==> src/common/rtcm_pkg.sv <==
// Purpose: shared constants for the match counter and its fabric controller
// Assumes: one 10 MHz clock, byte-wide configuration port
// Notes:   group/byte addressing, controller word map, reset values

package rtcm_pkg;

   // ==========================================================
   // counter geometry
   localparam int unsigned CNT_W     = 40;
   localparam int unsigned CNT_BYTES = 5;
   localparam int unsigned PRESCALE  = 128;
   localparam int unsigned PRE_W     = 7;

   // ==========================================================
   // device byte map: addr[7:3] group, addr[2:0] byte index
   localparam logic [4:0] GRP_COUNT = 5'h00;
   localparam logic [4:0] GRP_MATCH = 5'h01;
   localparam logic [4:0] GRP_MBITS = 5'h02;
   localparam logic [4:0] GRP_CTRL  = 5'h03;
   localparam logic [2:0] LAST_BYTE = 3'h4;

   // control/status byte fields
   localparam int unsigned CTL_MODE_LSB  = 0;
   localparam int unsigned CTL_XTAL_BIT  = 2;
   localparam int unsigned CTL_AUTO_BIT  = 3;
   localparam int unsigned CTL_MATCH_BIT = 7;
   localparam logic [3:0]  CTRL_RST      = 4'h0;
   localparam logic [CNT_W-1:0] CNT_RST  = 40'h00_0000_0000;
   localparam logic [CNT_W-1:0] MATCH_RST = 40'h00_0000_0000;

   // ==========================================================
   // controller wishbone word map (byte addresses)
   localparam logic [7:0] WB_CMD      = 8'h00;
   localparam logic [7:0] WB_RDATA    = 8'h04;
   localparam logic [7:0] WB_IRQ_STAT = 8'h08;
   localparam logic [7:0] WB_IRQ_MASK = 8'h0c;
   localparam logic [7:0] WB_PINS     = 8'h10;

   // command word fields
   localparam int unsigned CMD_ADDR_LSB = 0;
   localparam int unsigned CMD_DATA_LSB = 8;
   localparam int unsigned CMD_WR_BIT   = 16;
   localparam int unsigned CMD_RD_BIT   = 17;

   // interrupt bits
   localparam int unsigned IRQ_W         = 2;
   localparam int unsigned IRQ_MATCH_BIT = 0;
   localparam int unsigned IRQ_RDONE_BIT = 1;
   localparam logic [1:0]  IRQ_RST       = 2'h0;

endpackage : rtcm_pkg

==> src/common/rtcm_if.sv <==
// Purpose: byte configuration port and pins between counter and fabric
// Assumes: both ends on clk; counter_clock_in driven by the oscillator model
// Notes:   fab issues one-cycle wr/rd strobes, dev answers rd with rvalid

`timescale 1ns/100ps

interface rtcm_if;
   logic [7:0] cfg_addr;              // byte address
   logic [7:0] cfg_wdata;             // write byte
   logic       cfg_wr;                // write strobe
   logic       cfg_rd;                // read strobe
   logic [7:0] cfg_rdata;             // read byte
   logic       cfg_rvalid;            // read answer strobe
   logic       counter_clock_in;      // oscillator clock output
   logic       match_flag;            // match to fabric
   logic       sequencer_match_flag;  // match to power sequencer
   logic [1:0] osc_mode_out;          // oscillator mode
   logic       osc_select_out;        // oscillator select

   modport dev (
      input  cfg_addr, cfg_wdata, cfg_wr, cfg_rd, counter_clock_in,
      output cfg_rdata, cfg_rvalid, match_flag, sequencer_match_flag,
      output osc_mode_out, osc_select_out
   );
   modport fab (
      output cfg_addr, cfg_wdata, cfg_wr, cfg_rd,
      input  cfg_rdata, cfg_rvalid, match_flag, sequencer_match_flag,
      input  osc_mode_out, osc_select_out
   );
endinterface : rtcm_if

==> src/rtcm_prescaler.sv <==
// Purpose: divide a stream of edge pulses by a fixed ratio
// Assumes: edge_in is one-cycle pulse on clk
// Notes:   tick is a registered one-cycle pulse every PRESCALE edges

`timescale 1ns/100ps

module rtcm_prescaler import rtcm_pkg::*; (
   input  wire logic clk,      // system clock
   input  wire logic srst,     // sync reset
   input  wire logic edge_in,  // one rising edge seen
   output logic      tick      // divided enable pulse
);
   logic [PRE_W-1:0] cnt_r;
   logic [PRE_W-1:0] cnt_nxt;
   logic             tick_nxt;

   // =========================================================
   // edge counter
   always_comb begin
      cnt_nxt  = cnt_r;
      tick_nxt = 1'b0;
      if (edge_in) begin
         cnt_nxt  = cnt_r + 1'b1;
         tick_nxt = (cnt_r == PRE_W'(PRESCALE - 1));
      end
   end

   always_ff @(posedge clk) begin
      if (srst) begin
         cnt_r <= '0;
         tick  <= 1'b0;
      end else begin
         cnt_r <= cnt_nxt;
         tick  <= tick_nxt;
      end
   end
endmodule : rtcm_prescaler

==> src/rtcm_device.sv <==
// Purpose: 40-bit loadable match counter with byte configuration port
// Assumes: counter_clock_in is slow against clk and asynchronous to it
// Notes:   count, match and match-bits groups of five bytes each, control group of one byte
//
// The implementer's own choices: register access over Wishbone and the placing of the registers.

`timescale 1ns/100ps

// Behaviour
// 40-bit loadable counter as time base
// counter clock only from oscillator output
// prescale by 128, count on divided clock
// written start value loads the counter
// count read back through holding register
// one byte per address, consecutive bytes
// match flag high exactly while equal
// sequencer match copy of match flag
// match bits all ones when equal
// auto clear to zero on match
// no auto clear when match zero
// mode output from control mode field
// select output from control enable bit
// snapshot all bytes on first byte read
module rtcm_device import rtcm_pkg::*; (
   input  wire logic clk,   // 10 MHz system clock
   input  wire logic srst,  // sync reset, active high
   rtcm_if.dev       port   // config port and pins
);
   // ==========================================================
   // oscillator clock synchroniser and edge detect
   logic sync1_r;
   logic sync2_r;
   logic sync3_r;
   logic clk_rise;
   logic tick;

   // sampled oscillator clock
   always_ff @(posedge clk) begin
      if (srst) begin
         sync1_r <= 1'b0;
         sync2_r <= 1'b0;
         sync3_r <= 1'b0;
      end else begin
         sync1_r <= port.counter_clock_in;
         sync2_r <= sync1_r;
         sync3_r <= sync2_r;
      end
   end

   // rising edge of the synchronised level
   assign clk_rise = sync2_r & ~sync3_r;

   // divide by 128
   rtcm_prescaler u_pre (
      .clk     (clk),
      .srst    (srst),
      .edge_in (clk_rise),
      .tick    (tick)
   );

   // ==========================================================
   // state
   logic [CNT_W-1:0] cnt_r,    cnt_nxt;
   logic [CNT_W-1:0] match_r,  match_nxt;
   logic [CNT_W-1:0] stage_r,  stage_nxt;
   logic [CNT_W-1:0] hold_r,   hold_nxt;
   logic [3:0]       ctrl_r,   ctrl_nxt;
   logic [7:0]       rdata_r,  rdata_nxt;
   logic             rvalid_r, rvalid_nxt;
   logic             mflag_r,  mflag_nxt;
   logic             sflag_r,  sflag_nxt;
   logic [1:0]       mode_r,   mode_nxt;
   logic             sel_r,    sel_nxt;

   // decode helpers
   logic [4:0]       grp;
   logic [2:0]       idx;
   logic [5:0]       lsb;
   logic             in_rng;
   logic             equal;
   logic             auto_clr;
   logic             load;
   logic [CNT_W-1:0] mbits;
   logic [CNT_W-1:0] load_val;

   assign grp    = port.cfg_addr[7:3];
   assign idx    = port.cfg_addr[2:0];
   assign lsb    = {idx, 3'b000};
   assign in_rng = (idx <= LAST_BYTE);

   // live comparison
   assign equal = (cnt_r == match_r);
   // bitwise agreement, all ones on match
   assign mbits = ~(cnt_r ^ match_r);
   // clear only with a non-zero match value
   assign auto_clr = ctrl_r[CTL_AUTO_BIT] & equal & (match_r != MATCH_RST);

   // ==========================================================
   // register writes
   always_comb begin
      stage_nxt = stage_r;
      match_nxt = match_r;
      ctrl_nxt  = ctrl_r;
      load      = 1'b0;
      load_val  = stage_r;
      // one byte per address
      if (port.cfg_wr && in_rng) begin
         if (grp == GRP_COUNT) begin
            stage_nxt[lsb +: 8] = port.cfg_wdata;
            // last byte commits the preload
            if (idx == LAST_BYTE) begin
               load     = 1'b1;
               load_val = {port.cfg_wdata, stage_r[31:0]};
            end
         end else if (grp == GRP_MATCH) begin
            match_nxt[lsb +: 8] = port.cfg_wdata;
         end else if (grp == GRP_CTRL && idx == 3'h0) begin
            ctrl_nxt = port.cfg_wdata[3:0];
         end
      end
   end

   // ==========================================================
   // counter
   always_comb begin
      cnt_nxt = cnt_r;
      if (load) begin
         // preload wins over everything
         cnt_nxt = load_val;
      end else if (auto_clr) begin
         // clear on match
         cnt_nxt = CNT_RST;
      end else if (tick) begin
         // advance on divided clock
         cnt_nxt = cnt_r + 1'b1;
      end
   end

   // ==========================================================
   // read port
   always_comb begin
      hold_nxt   = hold_r;
      rdata_nxt  = 8'h00;
      rvalid_nxt = port.cfg_rd;
      if (port.cfg_rd && in_rng) begin
         if (grp == GRP_COUNT) begin
            if (idx == 3'h0) begin
               // snapshot on first byte
               hold_nxt  = cnt_r;
               rdata_nxt = cnt_r[7:0];
            end else begin
               // later bytes from the hold
               rdata_nxt = hold_r[lsb +: 8];
            end
         end else if (grp == GRP_MATCH) begin
            rdata_nxt = match_r[lsb +: 8];
         end else if (grp == GRP_MBITS) begin
            // match bits readback
            rdata_nxt = mbits[lsb +: 8];
         end else if (grp == GRP_CTRL && idx == 3'h0) begin
            rdata_nxt = {mflag_r, 3'h0, ctrl_r};
         end
      end
   end

   // ==========================================================
   // output pins
   always_comb begin
      // flag follows equality
      mflag_nxt = equal;
      // identical sequencer copy
      sflag_nxt = equal;
      // mode field to oscillator
      mode_nxt  = ctrl_r[CTL_MODE_LSB +: 2];
      // enable bit to oscillator select
      sel_nxt   = ctrl_r[CTL_XTAL_BIT];
   end

   // register all state
   always_ff @(posedge clk) begin
      if (srst) begin
         cnt_r    <= CNT_RST;
         match_r  <= MATCH_RST;
         stage_r  <= CNT_RST;
         hold_r   <= CNT_RST;
         ctrl_r   <= CTRL_RST;
         rdata_r  <= 8'h00;
         rvalid_r <= 1'b0;
         mflag_r  <= 1'b0;
         sflag_r  <= 1'b0;
         mode_r   <= 2'h0;
         sel_r    <= 1'b0;
      end else begin
         cnt_r    <= cnt_nxt;
         match_r  <= match_nxt;
         stage_r  <= stage_nxt;
         hold_r   <= hold_nxt;
         ctrl_r   <= ctrl_nxt;
         rdata_r  <= rdata_nxt;
         rvalid_r <= rvalid_nxt;
         mflag_r  <= mflag_nxt;
         sflag_r  <= sflag_nxt;
         mode_r   <= mode_nxt;
         sel_r    <= sel_nxt;
      end
   end

   assign port.cfg_rdata            = rdata_r;
   assign port.cfg_rvalid           = rvalid_r;
   assign port.match_flag           = mflag_r;
   assign port.sequencer_match_flag = sflag_r;
   assign port.osc_mode_out         = mode_r;
   assign port.osc_select_out       = sel_r;

endmodule : rtcm_device

==> src/flat_wrapper.sv <==
// flat-port wrapper written by rule: the top's interface ports become plain ports
module rtcm_device_flat import rtcm_pkg::*;
  (clk, srst, port_cfg_addr, port_cfg_wdata, port_cfg_wr, port_cfg_rd, port_counter_clock_in, port_cfg_rdata, port_cfg_rvalid, port_match_flag, port_sequencer_match_flag, port_osc_mode_out, port_osc_select_out);
  rtcm_if port_i ();
  input  wire logic clk;
  input  wire logic srst;
  input wire logic [$bits(port_i.cfg_addr)-1:0] port_cfg_addr;
  input wire logic [$bits(port_i.cfg_wdata)-1:0] port_cfg_wdata;
  input wire logic [$bits(port_i.cfg_wr)-1:0] port_cfg_wr;
  input wire logic [$bits(port_i.cfg_rd)-1:0] port_cfg_rd;
  input wire logic [$bits(port_i.counter_clock_in)-1:0] port_counter_clock_in;
  output wire logic [$bits(port_i.cfg_rdata)-1:0] port_cfg_rdata;
  output wire logic [$bits(port_i.cfg_rvalid)-1:0] port_cfg_rvalid;
  output wire logic [$bits(port_i.match_flag)-1:0] port_match_flag;
  output wire logic [$bits(port_i.sequencer_match_flag)-1:0] port_sequencer_match_flag;
  output wire logic [$bits(port_i.osc_mode_out)-1:0] port_osc_mode_out;
  output wire logic [$bits(port_i.osc_select_out)-1:0] port_osc_select_out;
  assign port_i.cfg_addr = port_cfg_addr;
  assign port_i.cfg_wdata = port_cfg_wdata;
  assign port_i.cfg_wr = port_cfg_wr;
  assign port_i.cfg_rd = port_cfg_rd;
  assign port_i.counter_clock_in = port_counter_clock_in;
  assign port_cfg_rdata = port_i.cfg_rdata;
  assign port_cfg_rvalid = port_i.cfg_rvalid;
  assign port_match_flag = port_i.match_flag;
  assign port_sequencer_match_flag = port_i.sequencer_match_flag;
  assign port_osc_mode_out = port_i.osc_mode_out;
  assign port_osc_select_out = port_i.osc_select_out;
  rtcm_device u_core (.clk(clk), .srst(srst), .port(port_i));
endmodule
==> config.mk <==
export PLATFORM = sky130hd
export DESIGN_NAME = rtcm_device_flat
export DESIGN_NICKNAME = d
export VERILOG_FILES = /design/src/common/rtcm_pkg.sv /design/src/common/rtcm_if.sv /design/src/rtcm_prescaler.sv /design/src/rtcm_device.sv /design/src/flat_wrapper.sv
export SDC_FILE = /design/constraint.sdc
export NUM_CORES = 1
export LEC_CHECK = 0
export ABC_AREA = 1
export BUFFER_PORTS_ARGS = -buffer_cell sky130_fd_sc_hd__buf_2
export CORE_UTILIZATION = 25
export CTS_BUF_LIST = sky130_fd_sc_hd__clkbuf_8 sky130_fd_sc_hd__clkbuf_16
export DETAILED_ROUTE_END_ITERATION = 16
export GPL_ROUTABILITY_DRIVEN = 0
export PLACE_DENSITY = 0.46
export SYNTH_ARGS = -nofsm -noshare
export SYNTH_HDL_FRONTEND = slang
export SYNTH_SLANG_ARGS = --single-unit
==> constraint.sdc <==
create_clock -name clk -period 2.6 [get_ports clk]
set_clock_uncertainty 0.15 [all_clocks]
set_input_delay 0.52 -clock clk [delete_from_list [all_inputs] [get_ports clk]]
set_output_delay 0.52 -clock clk [all_outputs]
set_load 0.05 [all_outputs]
; Word-level counts from Yosys, hierarchy flattened
; Index checks and enable logic that the tools add are counted.
[op_classes]
n_addsub = 3
magnitude_cmp = 1
eq_ne = 6
shift = 5
mux = 16
bitwise_logic = 10
reduce_logical = 13
[ops]
columns = op, n
row1 = 40-bit two-way mux, 6
row2 = 40-bit by 7-bit indexed part select with 8-bit output, 3
row3 = 40-bit bitwise mux, 2
row4 = 40-bit by 1-bit adder with 40-bit output (second input constant), 1
row5 = 40-bit equality test, 1
row6 = 8-bit two-way mux, 5
row7 = 40-bit NOT, 1
row8 = 40-bit nonzero test, 1
row9 = 8-bit by 8-bit variable shift with 40-bit output (first input constant), 1
row10 = 8-bit by 8-bit indexed part select with 40-bit output, 1
row11 = 40-bit XOR, 1
row12 = 5-bit by 2-bit equality test with 1-bit output (second input constant), 2
row13 = 6-bit negation with 8-bit output, 1
row14 = 7-bit by 1-bit adder with 7-bit output (second input constant), 1
row15 = 7-bit equality test (second input constant), 1
row16 = 3-bit AND reduction, 2
row17 = 5-bit by 1-bit equality test with 1-bit output (second input constant), 1
row18 = 5-bit zero test, 1
row19 = 1-bit NOT, 5
row20 = 4-bit AND reduction, 1
row21 = 2-bit OR reduction, 2
row22 = 1-bit AND, 3
row23 = 3-bit equality test (second input constant), 1
row24 = 3-bit less-or-equal comparator (second input constant), 1
row25 = 5 further kinds, 9
[word_totals]
reg_bits = 188
inputBits = 21
output_inout_bits = 14
wordCells = 69

; Depth between registers and ports, before layout
[depth]
ltp_word = 6
depth_mapped = 16
ltp_nobuf = 13

; Hierarchy
; From an unflattened synthesis, not the netlist that was laid out.
[hier_totals]
hier_cells = 1652
area_unflattened_um2 = 10441.3
[by_module_without_submodules]
columns = mod, n_inst, cells_each, area_each_um2, seq_area_each_um2
row1 = rtcm_device, 1, 1608, 10088.4, 3443.3
row2 = rtcm_prescaler, 1, 44, 352.8, 160.2

; Least setup slack after synthesis
; OpenSTA, ideal clock, no wires.
[synth_timing]
kind = in2reg
start = input port_cfg_addr[1]
end = register u_core.match_r[22]
setup_ns = 0.070
t_arrival_ns = 2.452
required_ns = 2.380
setup_slack_ns = -0.071
path_stages = 13
path_buffers = 3
path_cell_list = buf_2 -> clkinv_1 -> ha_1 -> ha_1 -> buf_2 -> nor2_1 -> inv_1 -> nor4_1 -> inv_1 -> nor2_2 -> buf_2 -> o21ai_0 -> a21oi_1
[synth_via]
elab_chain_len = 3
elab_cells_between_ends = 7
cone_classes = 1 x add/sub / 1 x order compare / 2 x shift / 1 x mux / 2 x reduce/logical
[synth_rtl]
columns = element, line
row1 = from (decl), flat_wrapper.sv:7  ; input wire logic [$bits(port_i.cfg_addr)-1:0] port_cfg_addr;
row2 = 6-bit negation with 8-bit output or 3-bit less-or-equal comparator (tied branches), "rtcm_device.sv:116, rtcm_device.sv:89"
row3 = 8-bit by 8-bit indexed part select with 40-bit output (tied with other cells), rtcm_device.sv:116  ; match_nxt[lsb +: 8] = port.cfg_wdata;
row4 = 40-bit bitwise mux or 3-bit AND reduction (tied branches), -
row5 = to (signal assigned), rtcm_device.sv:195  ; match_r <= match_nxt;
row6 = to (decl), rtcm_device.sv:64  ; logic [CNT_W-1:0] match_r, match_nxt;
; Several ways; a longest one is shown, not always the timed one.
; A chain may end at the register's enable or synchronous reset.

; Worst setup path after layout
[layout_timing]
start = register u_core.cnt_r[0]
end = register u_core.cnt_r[18]
[layout_via]
elab_chain_len = 5
elab_cells_between_ends = 8
cone_classes = 1 x add/sub / 1 x eq/ne / 3 x mux / 2 x bitwise / 1 x reduce/logical
[layout_rtl]
columns = element, line
row1 = from (decl), rtcm_device.sv:63  ; logic [CNT_W-1:0] cnt_r, cnt_nxt;
row2 = from (signal assigned), rtcm_device.sv:194  ; cnt_r <= cnt_nxt;
row3 = "parallel branches: the longest is 5 deep, another holds 40-bit by 1-bit adder with 40-bit output", -
; Several ways; the timed one is not identified. The select of a mux whose other input is x is not followed.

==> impl_metrics.yaml <==
setup_path:
  max_stage_delay_ns: 0.50
  worst_ep_required_time_ns: 2.80
  crit_arrival_ns: 2.58
  start_kind: "flop"
  critPathSlowestCell: "dfxtp_1"
  worst-path-max-fanout: 6
  worst-setup-path-type: "reg2reg"
  endpoint_kind: "flop"
  crit_family: "simple AND/OR/NAND/NOR gates"
  path_buf_inv: 3
  cp_cell_sequence: "ha_1, nand3_1, nor2_2, nand2_1, inv_1, nand4_1, buf_4, nand2_1, nand3_1, nand3_1, nand2_1, clkinv_1, nor2_1"
synth:
  syn_area_sq_um: 9930
  synth_edf_count: 0
  syn-instance-count: 1558
  synthArstFlopShare_pct: 0
  synth_ff_type: "dfxtp_1"
  synth_top_area_cell: "dfxtp_1"
  ys_top_cells_by_area: "dfxtp_1 36%, nand2_1 14%, o21ai_0 7.8%"
  syn-num-nets: 1585
  synthTopCellsByCount: "360 x nand2_1, 201 x nor2_1, 180 x dfxtp_1, 154 x o21ai_0, 151 x inv_1"
  syn_avg_cell_area_sq_um: 6.37
  ys_warn_count: 0
  synth.most_common_cell: "nand2_1"
  ys_seq_elements: 180
  synth_top_area_share_pct: 36.3
  ys_types: 39
  ys_seq_area_share_pct: 36.3
detailed_routing:
  wl_um: 42100
  drtIter0Drc: 1049
  avgRoutedWirePerCell_um: 19.4
  firstDrtPassIters: 6
  drc: 0
  vias_per_cell: 4.89
  antenna_left: 0
  vias: 10600
floorplan:
  io_pins: 35
  coreArea_sq_um: 38900
  die_h_um: 201
  rows: 72
  die-area_sq_um: 40500
  start_util_pct: 25.5
  die_x_um: 201
global_route:
  grt_first_pass_wirelength_um: 63200
  antenna_found_initial: 0
  grt_pass1_vias: 9911
  grt_start_max_net_pins: 93
  gr-total-overflow: 0
  grtUsageTotal_pct: 20.9
timing:
  hold_viol: 0
  worstMarginPinSlew_ns: 0.538
  slew_headroom_pct: 63.9
  holdWs_ns: 0.119
  fin_crit_sh_pct: 91.2
  final-setup-viol-count: 0
  min_period_ns: 2.37
  fin_setup_tns_ns: 0
  max_freq_ghz: 0.422
  grt_setup_unrepaired: "no"
  slew_violations: 0
clocking:
  cts_setup_buffers: 0
  clockRootBuffer: "clkbuf_16"
  tritoncts: "yes"
  clkLatencyLatePin_ns: 0.46
  cts_buffers: 17
  clockBufferDepth: 2
  clkTransAtPathRegs_ns: 0.08
  hold_buffers: 0
  clkSinkCount: 180
  h-tree-depth: 4
  cts_resized: 0
layout:
  post-route-cell-area_sq_um: 12000
  layout-drive-gt1-share_pct: 11.8
  nFillCells: 4384
  area_growth_pct: 20.9
  fin_util_pct: 30.8
  nets: 1661
  fin_cells: 2165
  num_antenna_cells: 0
placed_design:
  placed_area_sq_um: 11400
  hpwlAfterDp_um: 32600
  dp_cells: 2133
  io_buffers: 34
job:
  maxCapViolCount: 0
pwr:
  p_leak_nw: 5.18
  ir_drop_uv: 439
  switching_power_mw: 1.55
  internal_power_mw: 4.27
  netSwitchingFraction_pct: 26.6
  pwr-share-seq_pct: 47.6
  p_comb_share_pct: 6.2
  pwr-share-clk_pct: 46.2
  power_density_nw_per_um2: 485
min_path:
  worstHoldPathType: "in2reg"
outcome:
  status: "completed"
-- layer usage --
layer / wire length, um / up-vias / global-route usage (%)
met1: 19600 / 4883 / 29.6
met2: 18000 / 430 / 31.7
met5: 0 / - / 0
li1: - / 5201 / -
met4: 1620 / 0 / 8.66
met3: 2820 / 69 / 2.58
-- cells by family (layout without fill, tap and decap cells) --
kind of cell	Yosys count	count (layout)	share of synthesized area, %
AOI/OAI and AO/OA	336	336	17.9
xor gates and xnor gates	45	45	3.97
adders and majority gates	6	6	0.756
buffers and inverters	253	342	10.1
DFF	180	180	36.3
and+or+nand+nor	738	738	31.0
-- power by group through the flow --
stage | registers [mW] | logic (mW) | clock network, mW
6_report | 2.77 | 0.361 | 2.69
2_1_floorplan | 2.84 | 0.182 | 0
3_5_place_dp | 2.84 | 0.358 | 0
3_3_place_gp | 2.84 | 0.360 | 0
4_1_cts | 2.77 | 0.358 | 2.73
5_1_grt | 2.77 | 0.388 | 2.86
-- sequential cells by signal (all words and copies together) (netlist names) --
| signal | cells |
|---|---|
| u_core.sync2_r | 1 |
| u_core.port.osc_mode_out | 2 |
| u_core.u_pre.cnt_r | 7 |
| u_core.match_r | 40 |
| u_core.port.match_flag | 1 |
| u_core.sync3_r | 1 |
| u_core.sync1_r | 1 |
| u_core.ctrl_r | 4 |
| u_core.port.cfg_rvalid | 1 |
| u_core.cnt_r | 40 |
| u_core.hold_r | 40 |
| u_core.port.cfg_rdata | 8 |
| u_core.port.osc_select_out | 1 |
| u_core.stage_r | 32 |
| u_core.u_pre.tick | 1 |
-- final timing paths --
check,from,end,slack [ns],depth (start not counted)
worst max-delay path,u_core.cnt_r[0],u_core.cnt_r[18],0.23,13
worst min-delay path,port_counter_clock_in,u_core.sync1_r,0.12,3
worst max register to register,u_core.cnt_r[0],u_core.cnt_r[18],0.23,13
worst min register to register,u_core.sync1_r,u_core.sync2_r,0.27,2
-- through the flow --
step,power (mW),setup WS (ns)
final,5.82,0.230
after floorplan,3.03,0.0163
after global routing,6.02,0.0336
after detailed placement,3.19,0.0293
after global placement,3.20,0.0494
after CTS,5.86,0.263
-- final cells by class --
type                       count  area (sq um)  share of cell area, %
tap                          518           648                   5.40
inverter                     176           666                   5.55
sequential                   180          3600                   30.0
timing repair buffer         134          1150                   9.55
clock inverter                13           141                   1.18
multi-input combinational   1125          5350                   44.5
clock buffer                  19           453                   3.77
-- tightest hold or removal path, delay by kind of cell --
| family | cells | cell delay [ns] |
|---|---|---|
| AND/OR/NAND/NOR | 1 | 0.06 |
| buffers and inverters | 2 | 0.10 |
-- cell usage in the layout (no fill, tap or decap), types with 3 or more instances in the layout --
cell / instances
clkbuf_16: 17
inv_1: 151
buf_2: 34
inv_8: 3
xor2_1: 25
ha_1: 6
a31oi_1: 6
clkinv_1: 18
o21ai_0: 154
o211ai_1: 6
inv_2: 4
nand2_1: 360
xnor2_1: 20
buf_4: 82
nand3_1: 112
o221ai_1: 7
clkinv_4: 6
nor2_1: 201
a211oi_1: 7
buf_12: 18
nand4_1: 21
a21oi_1: 142
dfxtp_1: 180
a22oi_1: 7
nor2_2: 14
nor3_1: 19
(Power assumes the default switching activity.)
